### src/shared/sbp_pkg.sv
`default_nettype none
package sbp_pkg;
    // ----------------------------------------
    // clock and protocol delays
    // ----------------------------------------
    localparam int CLK_MHZ         = 50;
    localparam int T_SETTLE_NS     = 400;
    localparam int T_FREE_NS       = 800;
    localparam int T_SET_NS        = 1800;
    localparam int T_ARB_NS        = 2400;
    localparam int T_ASSERT_NS     = 90;
    localparam int T_DESKEW_NS     = 45;
    localparam int T_CLEAR_NS      = 800;
    localparam int T_CLEAR_FREE_NS = 1200;
    localparam int T_DISC_US       = 200;

    // minimums round up, maximums down
    localparam int N_SETTLE   = (T_SETTLE_NS * CLK_MHZ + 999) / 1000;
    localparam int N_FREE     = (T_FREE_NS * CLK_MHZ + 999) / 1000;
    localparam int N_SET      = (T_SET_NS * CLK_MHZ) / 1000;
    localparam int N_ARB      = (T_ARB_NS * CLK_MHZ + 999) / 1000;
    localparam int N_ASSERT   = (T_ASSERT_NS * CLK_MHZ + 999) / 1000;
    localparam int N_DESKEW2  = (2 * T_DESKEW_NS * CLK_MHZ + 999) / 1000;
    localparam int N_CLEAR    = (T_CLEAR_NS * CLK_MHZ) / 1000;
    localparam int N_CLR_FREE = (T_CLEAR_FREE_NS * CLK_MHZ) / 1000;
    localparam int N_DISC     = T_DISC_US * CLK_MHZ;
    // detection takes exactly the settle time
    localparam int N_DETECT   = N_SETTLE;
    localparam int N_EXCESS   = N_DETECT - N_SETTLE;
    localparam int N_CLR_WIN  = N_CLEAR - N_EXCESS;

    localparam int TMR_W = 16;
    localparam int AGE_W = 8;

    // ----------------------------------------
    // reset values and encodings
    // ----------------------------------------
    localparam logic [7:0] DB_NONE = 8'h00;
    localparam logic [7:0] DB_ONE  = 8'h01;

    typedef enum logic [3:0] {
        PH_FREE    = 4'h0,
        PH_ARB     = 4'h1,
        PH_SEL     = 4'h2,
        PH_RESEL   = 4'h3,
        PH_COMMAND = 4'h4,
        PH_DATA_IN = 4'h5,
        PH_DATA_OUT= 4'h6,
        PH_STATUS  = 4'h7,
        PH_MSG_IN  = 4'h8,
        PH_MSG_OUT = 4'h9
    } sbp_phase_t;

    typedef enum logic [3:0] {
        ST_IDLE = 4'h0,
        ST_ARB  = 4'h1,
        ST_WON  = 4'h2,
        ST_SEL  = 4'h3,
        ST_SELW = 4'h4,
        ST_TGT  = 4'h5,
        ST_INIT = 4'h6,
        ST_RSEL = 4'h7,
        ST_DISC = 4'h8
    } sbp_state_t;

    typedef struct packed {
        logic       bsy;
        logic       sel;
        logic       cd_oe;
        logic       cd;
        logic       io_oe;
        logic       io;
        logic       msg_oe;
        logic       msg;
        logic       req;
        logic       ack;
        logic       atn;
        logic [7:0] db_oe;
        logic [7:0] db;
        logic       dbp_oe;
        logic       dbp;
    } sbp_drv_t;

    localparam sbp_drv_t DRV_NONE = '0;
endpackage
`default_nettype wire

### src/design/sbp_free_det.sv
`timescale 1ns/1ps
`default_nettype none
module sbp_free_det
    import sbp_pkg::*;
(
    input  wire logic             clk,
    input  wire logic             rst,
    input  wire logic             ce,
    input  wire logic             bsy_in,
    input  wire logic             sel_in,
    input  wire logic             rst_in,
    output logic                  free_det,
    output logic [AGE_W-1:0]      free_age
);
    // ----------------------------------------
    // quiet counter and age since detection
    // ----------------------------------------
    logic [AGE_W-1:0] quiet_q, quiet_d;
    logic [AGE_W-1:0] age_q, age_d;

    always_comb begin
        quiet_d = quiet_q;
        age_d   = age_q;
        if (bsy_in || sel_in || rst_in) begin
            quiet_d = '0;
            age_d   = '0;
        end else if (quiet_q != AGE_W'(N_DETECT)) begin
            quiet_d = quiet_q + 1'b1;
        end else if (age_q != {AGE_W{1'b1}}) begin
            age_d = age_q + 1'b1;
        end
    end

    always_ff @(posedge clk) begin
        if (rst) begin
            quiet_q <= '0;
            age_q   <= '0;
        end else if (ce) begin
            quiet_q <= quiet_d;
            age_q   <= age_d;
        end
    end

    assign free_det = (quiet_q == AGE_W'(N_DETECT));
    assign free_age = age_q;
endmodule
`default_nettype wire

### src/design/sbp_bus_ctrl.sv
`timescale 1ns/1ps
`default_nettype none
module sbp_bus_ctrl
    import sbp_pkg::*;
#(
    parameter int DISC_CYC = N_DISC
) (
    input  wire logic             clk,
    input  wire logic             rst,
    input  wire logic             ce,
    input  wire logic             bsy_in,
    input  wire logic             sel_in,
    input  wire logic             rst_in,
    input  wire logic             cd_in,
    input  wire logic             io_in,
    input  wire logic             msg_in,
    input  wire logic             req_in,
    input  wire logic             ack_in,
    input  wire logic             atn_in,
    input  wire logic [7:0]       db_in,
    input  wire logic             dbp_in,
    output logic                  bsy_o,
    output logic                  bsy_oe,
    output logic                  sel_o,
    output logic                  sel_oe,
    output logic                  rst_o,
    output logic                  rst_oe,
    output logic                  cd_o,
    output logic                  cd_oe,
    output logic                  io_o,
    output logic                  io_oe,
    output logic                  msg_o,
    output logic                  msg_oe,
    output logic                  req_o,
    output logic                  req_oe,
    output logic                  ack_o,
    output logic                  ack_oe,
    output logic                  atn_o,
    output logic                  atn_oe,
    output logic [7:0]            db_o,
    output logic [7:0]            db_oe,
    output logic                  dbp_o,
    output logic                  dbp_oe,
    input  wire logic [2:0]       my_id,
    input  wire logic [2:0]       peer_id,
    input  wire logic             arb_req,
    input  wire logic             resel_mode,
    input  wire logic             bus_reset_req,
    input  wire logic             tgt_cd,
    input  wire logic             tgt_io,
    input  wire logic             tgt_msg,
    input  wire logic             tgt_req,
    input  wire logic [7:0]       tgt_data,
    input  wire logic             tgt_disc,
    input  wire logic             init_ack,
    input  wire logic             init_atn,
    input  wire logic [7:0]       init_data,
    output logic [3:0]            phase,
    output logic [3:0]            state,
    output logic                  bus_free,
    output logic                  arb_won,
    output logic                  arb_lost
);
    // ----------------------------------------
    // bus free detection
    // ----------------------------------------
    logic             free_det;
    logic [AGE_W-1:0] free_age;

    sbp_free_det u_free (
        .clk      (clk),
        .rst      (rst),
        .ce       (ce),
        .bsy_in   (bsy_in),
        .sel_in   (sel_in),
        .rst_in   (rst_in),
        .free_det (free_det),
        .free_age (free_age)
    );

    // ----------------------------------------
    // id decode and selection checks
    // ----------------------------------------
    logic [7:0] id_oh, higher_mask, sel_bits;
    logic [3:0] bit_cnt;
    logic       par_ok, sel_me, arb_window;

    assign id_oh       = DB_ONE << my_id;
    assign higher_mask = ~((id_oh << 1) - DB_ONE);
    assign sel_bits    = id_oh | (DB_ONE << peer_id);
    assign par_ok      = ^{db_in, dbp_in};
    assign sel_me      = sel_in && !bsy_in && (db_in & id_oh) != DB_NONE
                         && par_ok && bit_cnt <= 4'h2;
    // window: after free delay, before set delay
    assign arb_window  = free_det && free_age >= AGE_W'(N_FREE)
                         && free_age < AGE_W'(N_SET);

    always_comb begin
        bit_cnt = 4'h0;
        for (int i = 0; i < 8; i++) begin
            bit_cnt = bit_cnt + {3'h0, db_in[i]};
        end
    end

    // ----------------------------------------
    // control state machine
    // ----------------------------------------
    sbp_state_t       st_q, st_d;
    logic [TMR_W-1:0] tmr_q, tmr_d;
    logic             won_q, won_d, lost_q, lost_d;

    always_comb begin
        st_d   = st_q;
        tmr_d  = (tmr_q == {TMR_W{1'b1}}) ? tmr_q : tmr_q + 1'b1;
        won_d  = 1'b0;
        lost_d = 1'b0;
        case (st_q)
            ST_IDLE: begin
                if (arb_req && arb_window) begin
                    st_d = ST_ARB;
                end else if (!sel_me) begin
                    tmr_d = '0;
                end else if (tmr_q >= TMR_W'(N_SETTLE)) begin
                    st_d = io_in ? ST_RSEL : ST_TGT;
                end
            end
            ST_ARB: begin
                if (sel_in || !arb_req) begin
                    st_d   = ST_IDLE;
                    lost_d = 1'b1;
                end else if (tmr_q >= TMR_W'(N_ARB)) begin
                    if ((db_in & higher_mask) != DB_NONE) begin
                        st_d   = ST_IDLE;
                        lost_d = 1'b1;
                    end else begin
                        st_d  = ST_WON;
                        won_d = 1'b1;
                    end
                end
            end
            ST_WON: begin
                if (tmr_q >= TMR_W'(N_CLEAR + N_SETTLE)) begin
                    st_d = ST_SEL;
                end
            end
            ST_SEL: begin
                if (!arb_req) begin
                    st_d = ST_IDLE;
                end else if (tmr_q >= TMR_W'(N_DESKEW2 + N_SETTLE) && bsy_in) begin
                    st_d = ST_SELW;
                end
            end
            ST_SELW: begin
                if (tmr_q >= TMR_W'(N_DESKEW2)) begin
                    st_d = resel_mode ? ST_TGT : ST_INIT;
                end
            end
            ST_TGT: begin
                if (tgt_disc) begin
                    st_d = ST_DISC;
                end
            end
            ST_RSEL: begin
                if (!sel_in) begin
                    st_d = ST_INIT;
                end
            end
            ST_INIT: begin
            end
            ST_DISC: begin
                if (tmr_q >= TMR_W'(DISC_CYC)) begin
                    st_d = ST_IDLE;
                end
            end
            default: begin
                st_d = ST_IDLE;
            end
        endcase
        // a free bus ends any connection
        if (free_det && (st_q == ST_TGT || st_q == ST_INIT || st_q == ST_RSEL
                         || st_q == ST_SEL || st_q == ST_SELW)) begin
            st_d = ST_IDLE;
        end
        if (rst_in) begin
            st_d = ST_IDLE;
        end
        if (st_d != st_q) begin
            tmr_d = '0;
        end
    end

    always_ff @(posedge clk) begin
        if (rst) begin
            st_q   <= ST_IDLE;
            tmr_q  <= '0;
            won_q  <= 1'b0;
            lost_q <= 1'b0;
        end else if (ce) begin
            st_q   <= st_d;
            tmr_q  <= tmr_d;
            won_q  <= won_d;
            lost_q <= lost_d;
        end
    end

    // ----------------------------------------
    // req / ack pulse stretcher
    // ----------------------------------------
    logic       stb_q, stb_d;
    logic [3:0] stb_cnt_q, stb_cnt_d;
    logic       stb_req;

    always_comb begin
        stb_req   = (st_d == ST_TGT) ? tgt_req : (st_d == ST_INIT && init_ack);
        // short request still gives full pulse
        stb_d     = (st_d == ST_TGT || st_d == ST_INIT)
                    && (stb_req || (stb_q && stb_cnt_q < 4'(N_ASSERT - 1)));
        stb_cnt_d = (stb_q && stb_cnt_q != 4'hf) ? stb_cnt_q + 1'b1 : 4'h0;
    end

    always_ff @(posedge clk) begin
        if (rst) begin
            stb_q     <= 1'b0;
            stb_cnt_q <= 4'h0;
        end else if (ce) begin
            stb_q     <= stb_d;
            stb_cnt_q <= stb_cnt_d;
        end
    end

    // ----------------------------------------
    // line drive per state
    // ----------------------------------------
    sbp_drv_t drv_q, drv_d;
    logic     rst_drv_q, rst_drv_d;

    always_comb begin
        drv_d     = DRV_NONE;
        rst_drv_d = bus_reset_req;
        case (st_d)
            ST_ARB: begin
                drv_d.bsy    = 1'b1;
                drv_d.db     = id_oh;
                drv_d.db_oe  = id_oh;
                drv_d.dbp    = 1'b1;
                drv_d.dbp_oe = 1'b1;
            end
            ST_WON, ST_SEL, ST_SELW: begin
                drv_d.sel    = 1'b1;
                // reselect shows I/O, select raises ATN
                drv_d.io_oe  = st_d != ST_WON && resel_mode;
                drv_d.io     = resel_mode;
                drv_d.atn    = st_d != ST_WON && !resel_mode;
                if (st_d == ST_WON) begin
                    drv_d.bsy    = 1'b1;
                    drv_d.db     = id_oh;
                    drv_d.db_oe  = id_oh;
                    drv_d.dbp    = 1'b1;
                    drv_d.dbp_oe = 1'b1;
                end else begin
                    drv_d.bsy    = (st_d == ST_SEL) ? tmr_d < TMR_W'(N_DESKEW2)
                                                    : resel_mode;
                    drv_d.db     = sel_bits;
                    drv_d.db_oe  = 8'hff;
                    drv_d.dbp    = ~^sel_bits;
                    drv_d.dbp_oe = 1'b1;
                end
            end
            ST_TGT: begin
                drv_d.bsy    = 1'b1;
                drv_d.cd_oe  = 1'b1;
                drv_d.cd     = tgt_cd;
                drv_d.io_oe  = 1'b1;
                drv_d.io     = tgt_io;
                drv_d.msg_oe = 1'b1;
                drv_d.msg    = tgt_msg;
                drv_d.req    = stb_d;
                if (tgt_io) begin
                    drv_d.db     = tgt_data;
                    drv_d.db_oe  = 8'hff;
                    drv_d.dbp    = ~^tgt_data;
                    drv_d.dbp_oe = 1'b1;
                end
            end
            ST_RSEL: begin
                drv_d.bsy = 1'b1;
            end
            ST_INIT: begin
                drv_d.ack = stb_d;
                drv_d.atn = init_atn;
                // data drops one cycle after I/O rises
                if (!io_in) begin
                    drv_d.db     = init_data;
                    drv_d.db_oe  = 8'hff;
                    drv_d.dbp    = ~^init_data;
                    drv_d.dbp_oe = 1'b1;
                end
            end
            default: begin
            end
        endcase
    end

    always_ff @(posedge clk) begin
        if (rst) begin
            drv_q     <= DRV_NONE;
            rst_drv_q <= 1'b0;
        end else if (ce) begin
            drv_q     <= drv_d;
            rst_drv_q <= rst_drv_d;
        end
    end

    // ----------------------------------------
    // phase tracking
    // ----------------------------------------
    sbp_phase_t ph_q, ph_d;
    logic       early;

    always_comb begin
        ph_d  = ph_q;
        early = (ph_q == PH_FREE || ph_q == PH_ARB);
        if (rst_in || free_det) begin
            ph_d = PH_FREE;
        end else if (sel_in) begin
            if (io_in) begin
                ph_d = PH_RESEL;
            end else if (ph_q == PH_ARB && bsy_in) begin
                ph_d = PH_ARB;
            end else begin
                ph_d = PH_SEL;
            end
        end else if (bsy_in) begin
            if (early) begin
                ph_d = PH_ARB;
            end else begin
                case ({cd_in, io_in, msg_in})
                    3'h0:    ph_d = PH_DATA_OUT;
                    3'h2:    ph_d = PH_DATA_IN;
                    3'h4:    ph_d = PH_COMMAND;
                    3'h6:    ph_d = PH_STATUS;
                    3'h5:    ph_d = PH_MSG_OUT;
                    3'h7:    ph_d = PH_MSG_IN;
                    default: ph_d = ph_q;
                endcase
            end
        end
    end

    always_ff @(posedge clk) begin
        if (rst) begin
            ph_q <= PH_FREE;
        end else if (ce) begin
            ph_q <= ph_d;
        end
    end

    // ----------------------------------------
    // outputs
    // ----------------------------------------
    // wired-or lines assert true only
    assign bsy_o    = 1'b1;
    assign bsy_oe   = drv_q.bsy;
    assign sel_o    = 1'b1;
    assign sel_oe   = drv_q.sel;
    assign rst_o    = 1'b1;
    assign rst_oe   = rst_drv_q;
    assign cd_o     = drv_q.cd;
    assign cd_oe    = drv_q.cd_oe;
    assign io_o     = drv_q.io;
    assign io_oe    = drv_q.io_oe;
    assign msg_o    = drv_q.msg;
    assign msg_oe   = drv_q.msg_oe;
    assign req_o    = 1'b1;
    assign req_oe   = drv_q.req;
    assign ack_o    = 1'b1;
    assign ack_oe   = drv_q.ack;
    assign atn_o    = 1'b1;
    assign atn_oe   = drv_q.atn;
    assign db_o     = drv_q.db;
    assign db_oe    = drv_q.db_oe;
    assign dbp_o    = drv_q.dbp;
    assign dbp_oe   = drv_q.dbp_oe;
    assign phase    = ph_q;
    assign state    = st_q;
    assign bus_free = free_det;
    assign arb_won  = won_q;
    assign arb_lost = lost_q;
endmodule
`default_nettype wire

### config.mk
export PLATFORM = sky130hd
export DESIGN_NAME = sbp_bus_ctrl
export DESIGN_NICKNAME = d
export VERILOG_FILES = /design/src/shared/sbp_pkg.sv /design/src/design/sbp_free_det.sv /design/src/design/sbp_bus_ctrl.sv
export SDC_FILE = /design/constraint.sdc
export NUM_CORES = 1
export LEC_CHECK = 0
export BUFFER_PORTS_ARGS = -buffer_cell sky130_fd_sc_hd__buf_4
export CELL_PAD_IN_SITES_DETAIL_PLACEMENT = 1
export CELL_PAD_IN_SITES_GLOBAL_PLACEMENT = 1
export CORE_MARGIN = 5
export CORE_UTILIZATION = 41
export CTS_CLUSTER_DIAMETER = 120
export DETAILED_ROUTE_END_ITERATION = 10
export PLACE_DENSITY = 0.91
export SLEW_MARGIN = 0
export SYNTH_ARGS = -nofsm -noshare
export SYNTH_HDL_FRONTEND = slang
export SYNTH_SLANG_ARGS = --single-unit
### constraint.sdc
create_clock -name clk -period 6.1 [get_ports clk]
set_input_delay 0.305 -clock clk [delete_from_list [all_inputs] [get_ports clk]]
set_output_delay 0.305 -clock clk [all_outputs]
set_load 0.02 [all_outputs]
### Word-level counts from Yosys, hierarchy flattened

Index checks and enable logic that the tools add are counted.

* bitwise gates (word level): 4
* shift operators: 2
* magnitude comparators: 11
* muxes and demuxes: 58
* add/subtract/negate cells: 12
* equality and inequality tests: 29
* reductions and logical operators: 48

Operators with widths (count)
* $mux W16: 5
* $mux W4: 19
* $pmux W18 S4: 1
* $mux W18: 3
* $mux W8: 5
* $pmux W4 S9: 1
* $eq A4 B3 Y1 const B: 8
* $ge A16 B5 Y1 const B: 2
* $pmux W4 S6: 1
* $reduce_xnor A8 Y1: 3
* $add A16 B1 Y16 const B: 1
* $add A4 B1 Y4: 4
* $add A8 B1 Y8 const B: 2
* $and A8 B8 Y8: 2
* $eq A16 B16 Y1 const B: 1
* $eq A4 B2 Y1 const B: 4
* $ge A16 B14 Y1 const B: 1
* $ge A16 B3 Y1 const B: 1
* $ge A16 B6 Y1 const B: 1
* $ge A16 B7 Y1 const B: 1
* $logic_and A1 B1 Y1: 16
* $lt A16 B3 Y1 const B: 1
* $reduce_bool A8 Y1: 2
* $shl A1 B3 Y8 const A: 2
* 38 further kinds: 77

* input port bits: 53
* register bits: 77
* word-level logic and storage cells: 189

### Depth between registers and ports, before layout

* word-level depth: 20
* gate-level depth with buffers: 20

### Cells and area by module

Synthesis repeated with hierarchy kept, for this count alone.

* cells, all modules: 745
* area, all modules: 5736.8 sq um

Modules (own cells, without submodules)
* sbp_bus_ctrl: times used 1, sequential area each 1201.2 sq um, cells each 621, area each 4732.0 sq um
* sbp_free_det: times used 1, sequential area each 320.3 sq um, cells each 124, area each 1004.7 sq um

### Worst setup path after synthesis

Ideal clock, no wire load.

* kind: input to register
* from: input port db_in[0]
* to: register drv_q (netlist bit db_oe[4])
* setup time: 76 ps
* stages: 18
* arrival: 4610 ps
* buffers on the path: 1
* setup slack: 1414 ps
* path through: fa_1 -> inv_1 -> fa_1 -> fa_1 -> inv_1 -> ha_1 -> inv_1 -> fa_1 -> a211o_1 -> nand2_1 -> o2111ai_1 -> or4_1 -> buf_2 -> o211a_4 -> or4_4 -> a22oi_4 -> a21oi_1 -> o22ai_1

* longest elaborated chain between the ends: 17

Ends and longest elaborated chain
* start, declared: RTL line sbp_bus_ctrl.sv:20 `input wire logic [7:0] db_in,`
* $add A1 B1 Y2: RTL line sbp_bus_ctrl.sv:101 `bit_cnt = bit_cnt + {3'h0, db_in[i]};`
* $add A2 B1 Y3: RTL line sbp_bus_ctrl.sv:101
* $add A3 B1 Y4: RTL line sbp_bus_ctrl.sv:101
* $add A4 B1 Y4 (4 in a row): RTL line sbp_bus_ctrl.sv:101
* $le A4 B2 Y1: RTL line sbp_bus_ctrl.sv:93 `&& par_ok && bit_cnt <= 4'h2;`
* $logic_and A1 B1 Y1: RTL line sbp_bus_ctrl.sv:93
* $mux W4: RTL line sbp_bus_ctrl.sv:121 `end else if (!sel_me) begin`
* $mux W4: RTL line sbp_bus_ctrl.sv:119 `if (arb_req && arb_window) begin`
* $pmux W4 S9 *: RTL line sbp_bus_ctrl.sv:117 `case (st_q)`
* $mux W4 *: RTL line sbp_bus_ctrl.sv:180 `if (free_det && (st_q == ST_TGT || st_q == ST_INIT || st_q == ST_RSEL`
* $mux W4 *: RTL line sbp_bus_ctrl.sv:184 `if (rst_in) begin`
* $eq A4 B2 Y1 (tied with other cells): RTL line sbp_bus_ctrl.sv:240, sbp_bus_ctrl.sv:254
* $reduce_or A3 Y1 or $mux W18 (tied branches): RTL line sbp_bus_ctrl.sv:240, sbp_bus_ctrl.sv:254
* $pmux W18 S4 *: RTL line sbp_bus_ctrl.sv:240 `case (st_d)`
* end signal, assigned: RTL line sbp_bus_ctrl.sv:309 `drv_q <= drv_d;`
* end, declared: RTL line sbp_bus_ctrl.sv:234 `sbp_drv_t drv_q, drv_d;`

Mark *: on every way between the ends. The rest lies on a longest branch, timed or not.
A chain may end at the register's enable or synchronous reset.

### Worst setup path in the final report

* from: input port db_in[0]
* to: register drv_q (netlist bit db_oe[3])

Same word-level chain as after synthesis.

==> impl_metrics.ini <==
[status]
status = complete, no violations

[timing]
tns_ns = 0
finalClockSkew_ns = 0.00623
timing.hold.ws_ns = 0.198
finalHoldViolations = 0
maxSlewHeadroom = 0.182
post-route-period-util = 0.842
worstMarginPinSlew_ns = 1.22
rsz0062_at_grt = false
period_needed_ns = 5.14
finalSetupViolCount = 0
slew_viol_final = 0
fmax_mhz = 195

[routing]
drt-met1-wl_um = 7840
top_layer_used = met4
wirelength_um = 18100
vias = 5863
firstDrtPassIters = 5
ant_nets = 0
route.met3.wl_um = 1120
wl_per_cell_um = 18.9
vias_per_cell = 6.13
drc = 0
drt_iter0_markers = 396
wl_met2_um = 8820

[cts]
cts.htree.levels = 3
cts_resized = 0
cts_buffers = 9
clkLatencyLatePin_ns = 0.35
cts-root-buf = clkbuf_16
clock-sinks = 76
cts.clk_slew.worst_paths_ns = 0.06
cts_hold_buf = 0
clockBufferDepth = 2
cts_setup_buffers = 0
cts_tree = built

[global_routing]
grt_pass1_vias = 6115
grt_pass1_wl_um = 30100
antenna_found_initial = 0
grt_max_degree = 65
grt_use_total = 0.226
gr-total-overflow = 0

[worst_setup_path]
path_max_fanout = 9
start_kind = input port
cp-end-kind = flop
startpoint = db_in[0]
rrSetupSlack_ns = 2.17
arrival_ns = 5.40
r2r_start = tmr_q[9]
required_ns = 6.37
path_class = in2reg

[floorplanning]
fp.dieH_um = 126
die_width_um = 126
num_rows = 42
core-area_um2 = 13200
io_pins = 100
initial_core_util = 0.418
die-area_um2 = 15900

[yosys]
yosysSeqAreaShare = 0.275
synthFlopType = dfxtp_1
async_flop_share = 0
synth_edf_count = 0
synth_area_per_cell_um2 = 7.69
synth_area_um2 = 5530
ys_types = 89
ys_ff_latch = 76
syn_inst = 720
yosysWarnings = 0

[final_layout]
drive_gt1_frac = 0.165
seqCellArea_um2 = 1520
syn_to_final_growth_pct = 17.6
diodes = 0
multiInputGateArea_um2 = 3660
num-nets-final = 846
fill_cells = 1635
mostFrequentLayoutCells = buf_4, dfxtp_1, nor2_1, nand2_1, a21oi_1
layout_commonest_cell = buf_4

[power_and_ir_drop]
ir_drop_mv = 0.116
leakage_nw = 2.45
p_per_area_nw_per_um2 = 189

[placement]
gp_congestion = 0.890
dp_hpwl_um = 13300
portBuffers = 90

[job]
max_cap_viol_count = 0

[worst_hold_path]
hold_start = tgt_cd
hold_class = in2reg
-- registers in the layout, summed over array words and instances, names as in the netlist, 4 cells and up --
name,cells
phase,4
db_o,8
u_free.free_age,8
state,4
u_free.quiet_q,8
db_oe,8
stb_cnt_q,4
tmr_q,16
-- kinds of logic (layout without fill, tap and decap cells) --
| group | count (synthesis) | count (layout) | share of synthesized area |
|---|---|---|---|
| xor+xnor | 46 | 46 | 0.0766 |
| compound gates | 196 | 196 | 0.252 |
| buf+inv | 84 | 140 | 0.0669 |
| fa+ha+maj | 17 | 17 | 0.0434 |
| mux | 9 | 9 | 0.0167 |
| other cells | 1 | 6 | 0.000678 |
| flops | 76 | 76 | 0.275 |
| simple gates | 291 | 291 | 0.269 |
-- power breakdown --
group          leakage (nW)  switching [mW]  internal (mW)
logic                  1.70           0.113         0.0802
clock network         0.140           0.207          0.325
registers             0.613         0.00280          0.500
-- routing by layer --
layer  global-route usage  vias to the layer above
met5                    0                        -
met4               0.0833                        0
met3               0.0296                       22
met2                0.389                      185
met1                0.289                     2896
li1                     -                     2760
-- worst max-delay path, stage by stage --
cell and delay [ns]:
buf_4 0.13, fa_1 0.53, inv_1 0.05, fa_1 0.50
fa_1 0.41, inv_1 0.08, ha_1 0.17, inv_1 0.06
fa_1 0.39, a211o_1 0.28, nand2_1 0.06, o2111ai_1 0.15
or4_1 0.68, o211ai_2 0.47, o211ai_1 0.28, nand2_1 0.38
nand3b_2 0.28, o22ai_1 0.22
-- worst paths after layout --
check / to / cells after the start
max: db_oe[3] / 18
min: cd_o / 3
max reg2reg: db_oe[3] / 9
min reg2reg: arb_won / 2
-- stage by stage --
stage | power (mW) | area (um2) | cells | util | setup WS [ns]
after detailed placement | 0.706 | 6220 | 942 | 0.470 | 0.668
after CTS | 1.24 | 6510 | 957 | 0.491 | 1.01
after floorplan | 0.637 | 5550 | 725 | - | 1.41
final | 1.23 | 6510 | 957 | 0.491 | 0.961
after global placement | 0.697 | 6220 | 942 | 0.470 | 0.889
after global routing | 1.28 | 6510 | 957 | 0.491 | 0.702
-- area by class of cell --
cell class,instances,area share
multi-input cells,565,0.563
flip-flops and latches,76,0.234
repair buffers,93,0.107
clock buffers,13,0.0385
well taps,176,0.0338
inverters,32,0.0185
clock inverters,2,0.00538
-- cell usage after synthesis, drive strengths merged, types with 5 or more instances --
cell type	n	area share
and2	5	0.0057
o22ai	11	0.012
or4	5	0.0075
a221oi	7	0.012
ha	12	0.027
inv	32	0.022
o211ai	6	0.0099
clkbuf	24	0.016
nand2b	9	0.010
o21ai	28	0.026
nand2	63	0.043
a21oi	48	0.044
a22oi	9	0.015
and3	10	0.011
nand4b	5	0.0079
nor2	72	0.049
a311oi	5	0.0090
nor2b	15	0.017
o41ai	6	0.0095
nand3	32	0.029
o2111ai	5	0.0090
xor2	18	0.028
nor4	13	0.015
o31ai	7	0.0095
a211oi	12	0.017
nor3	27	0.024
and4	5	0.0079
xnor2	27	0.044
dfxtp	76	0.27
mux2i	7	0.013
a31oi	15	0.017
buf	28	0.029
nand4	12	0.015
(Power assumes the default switching activity.)
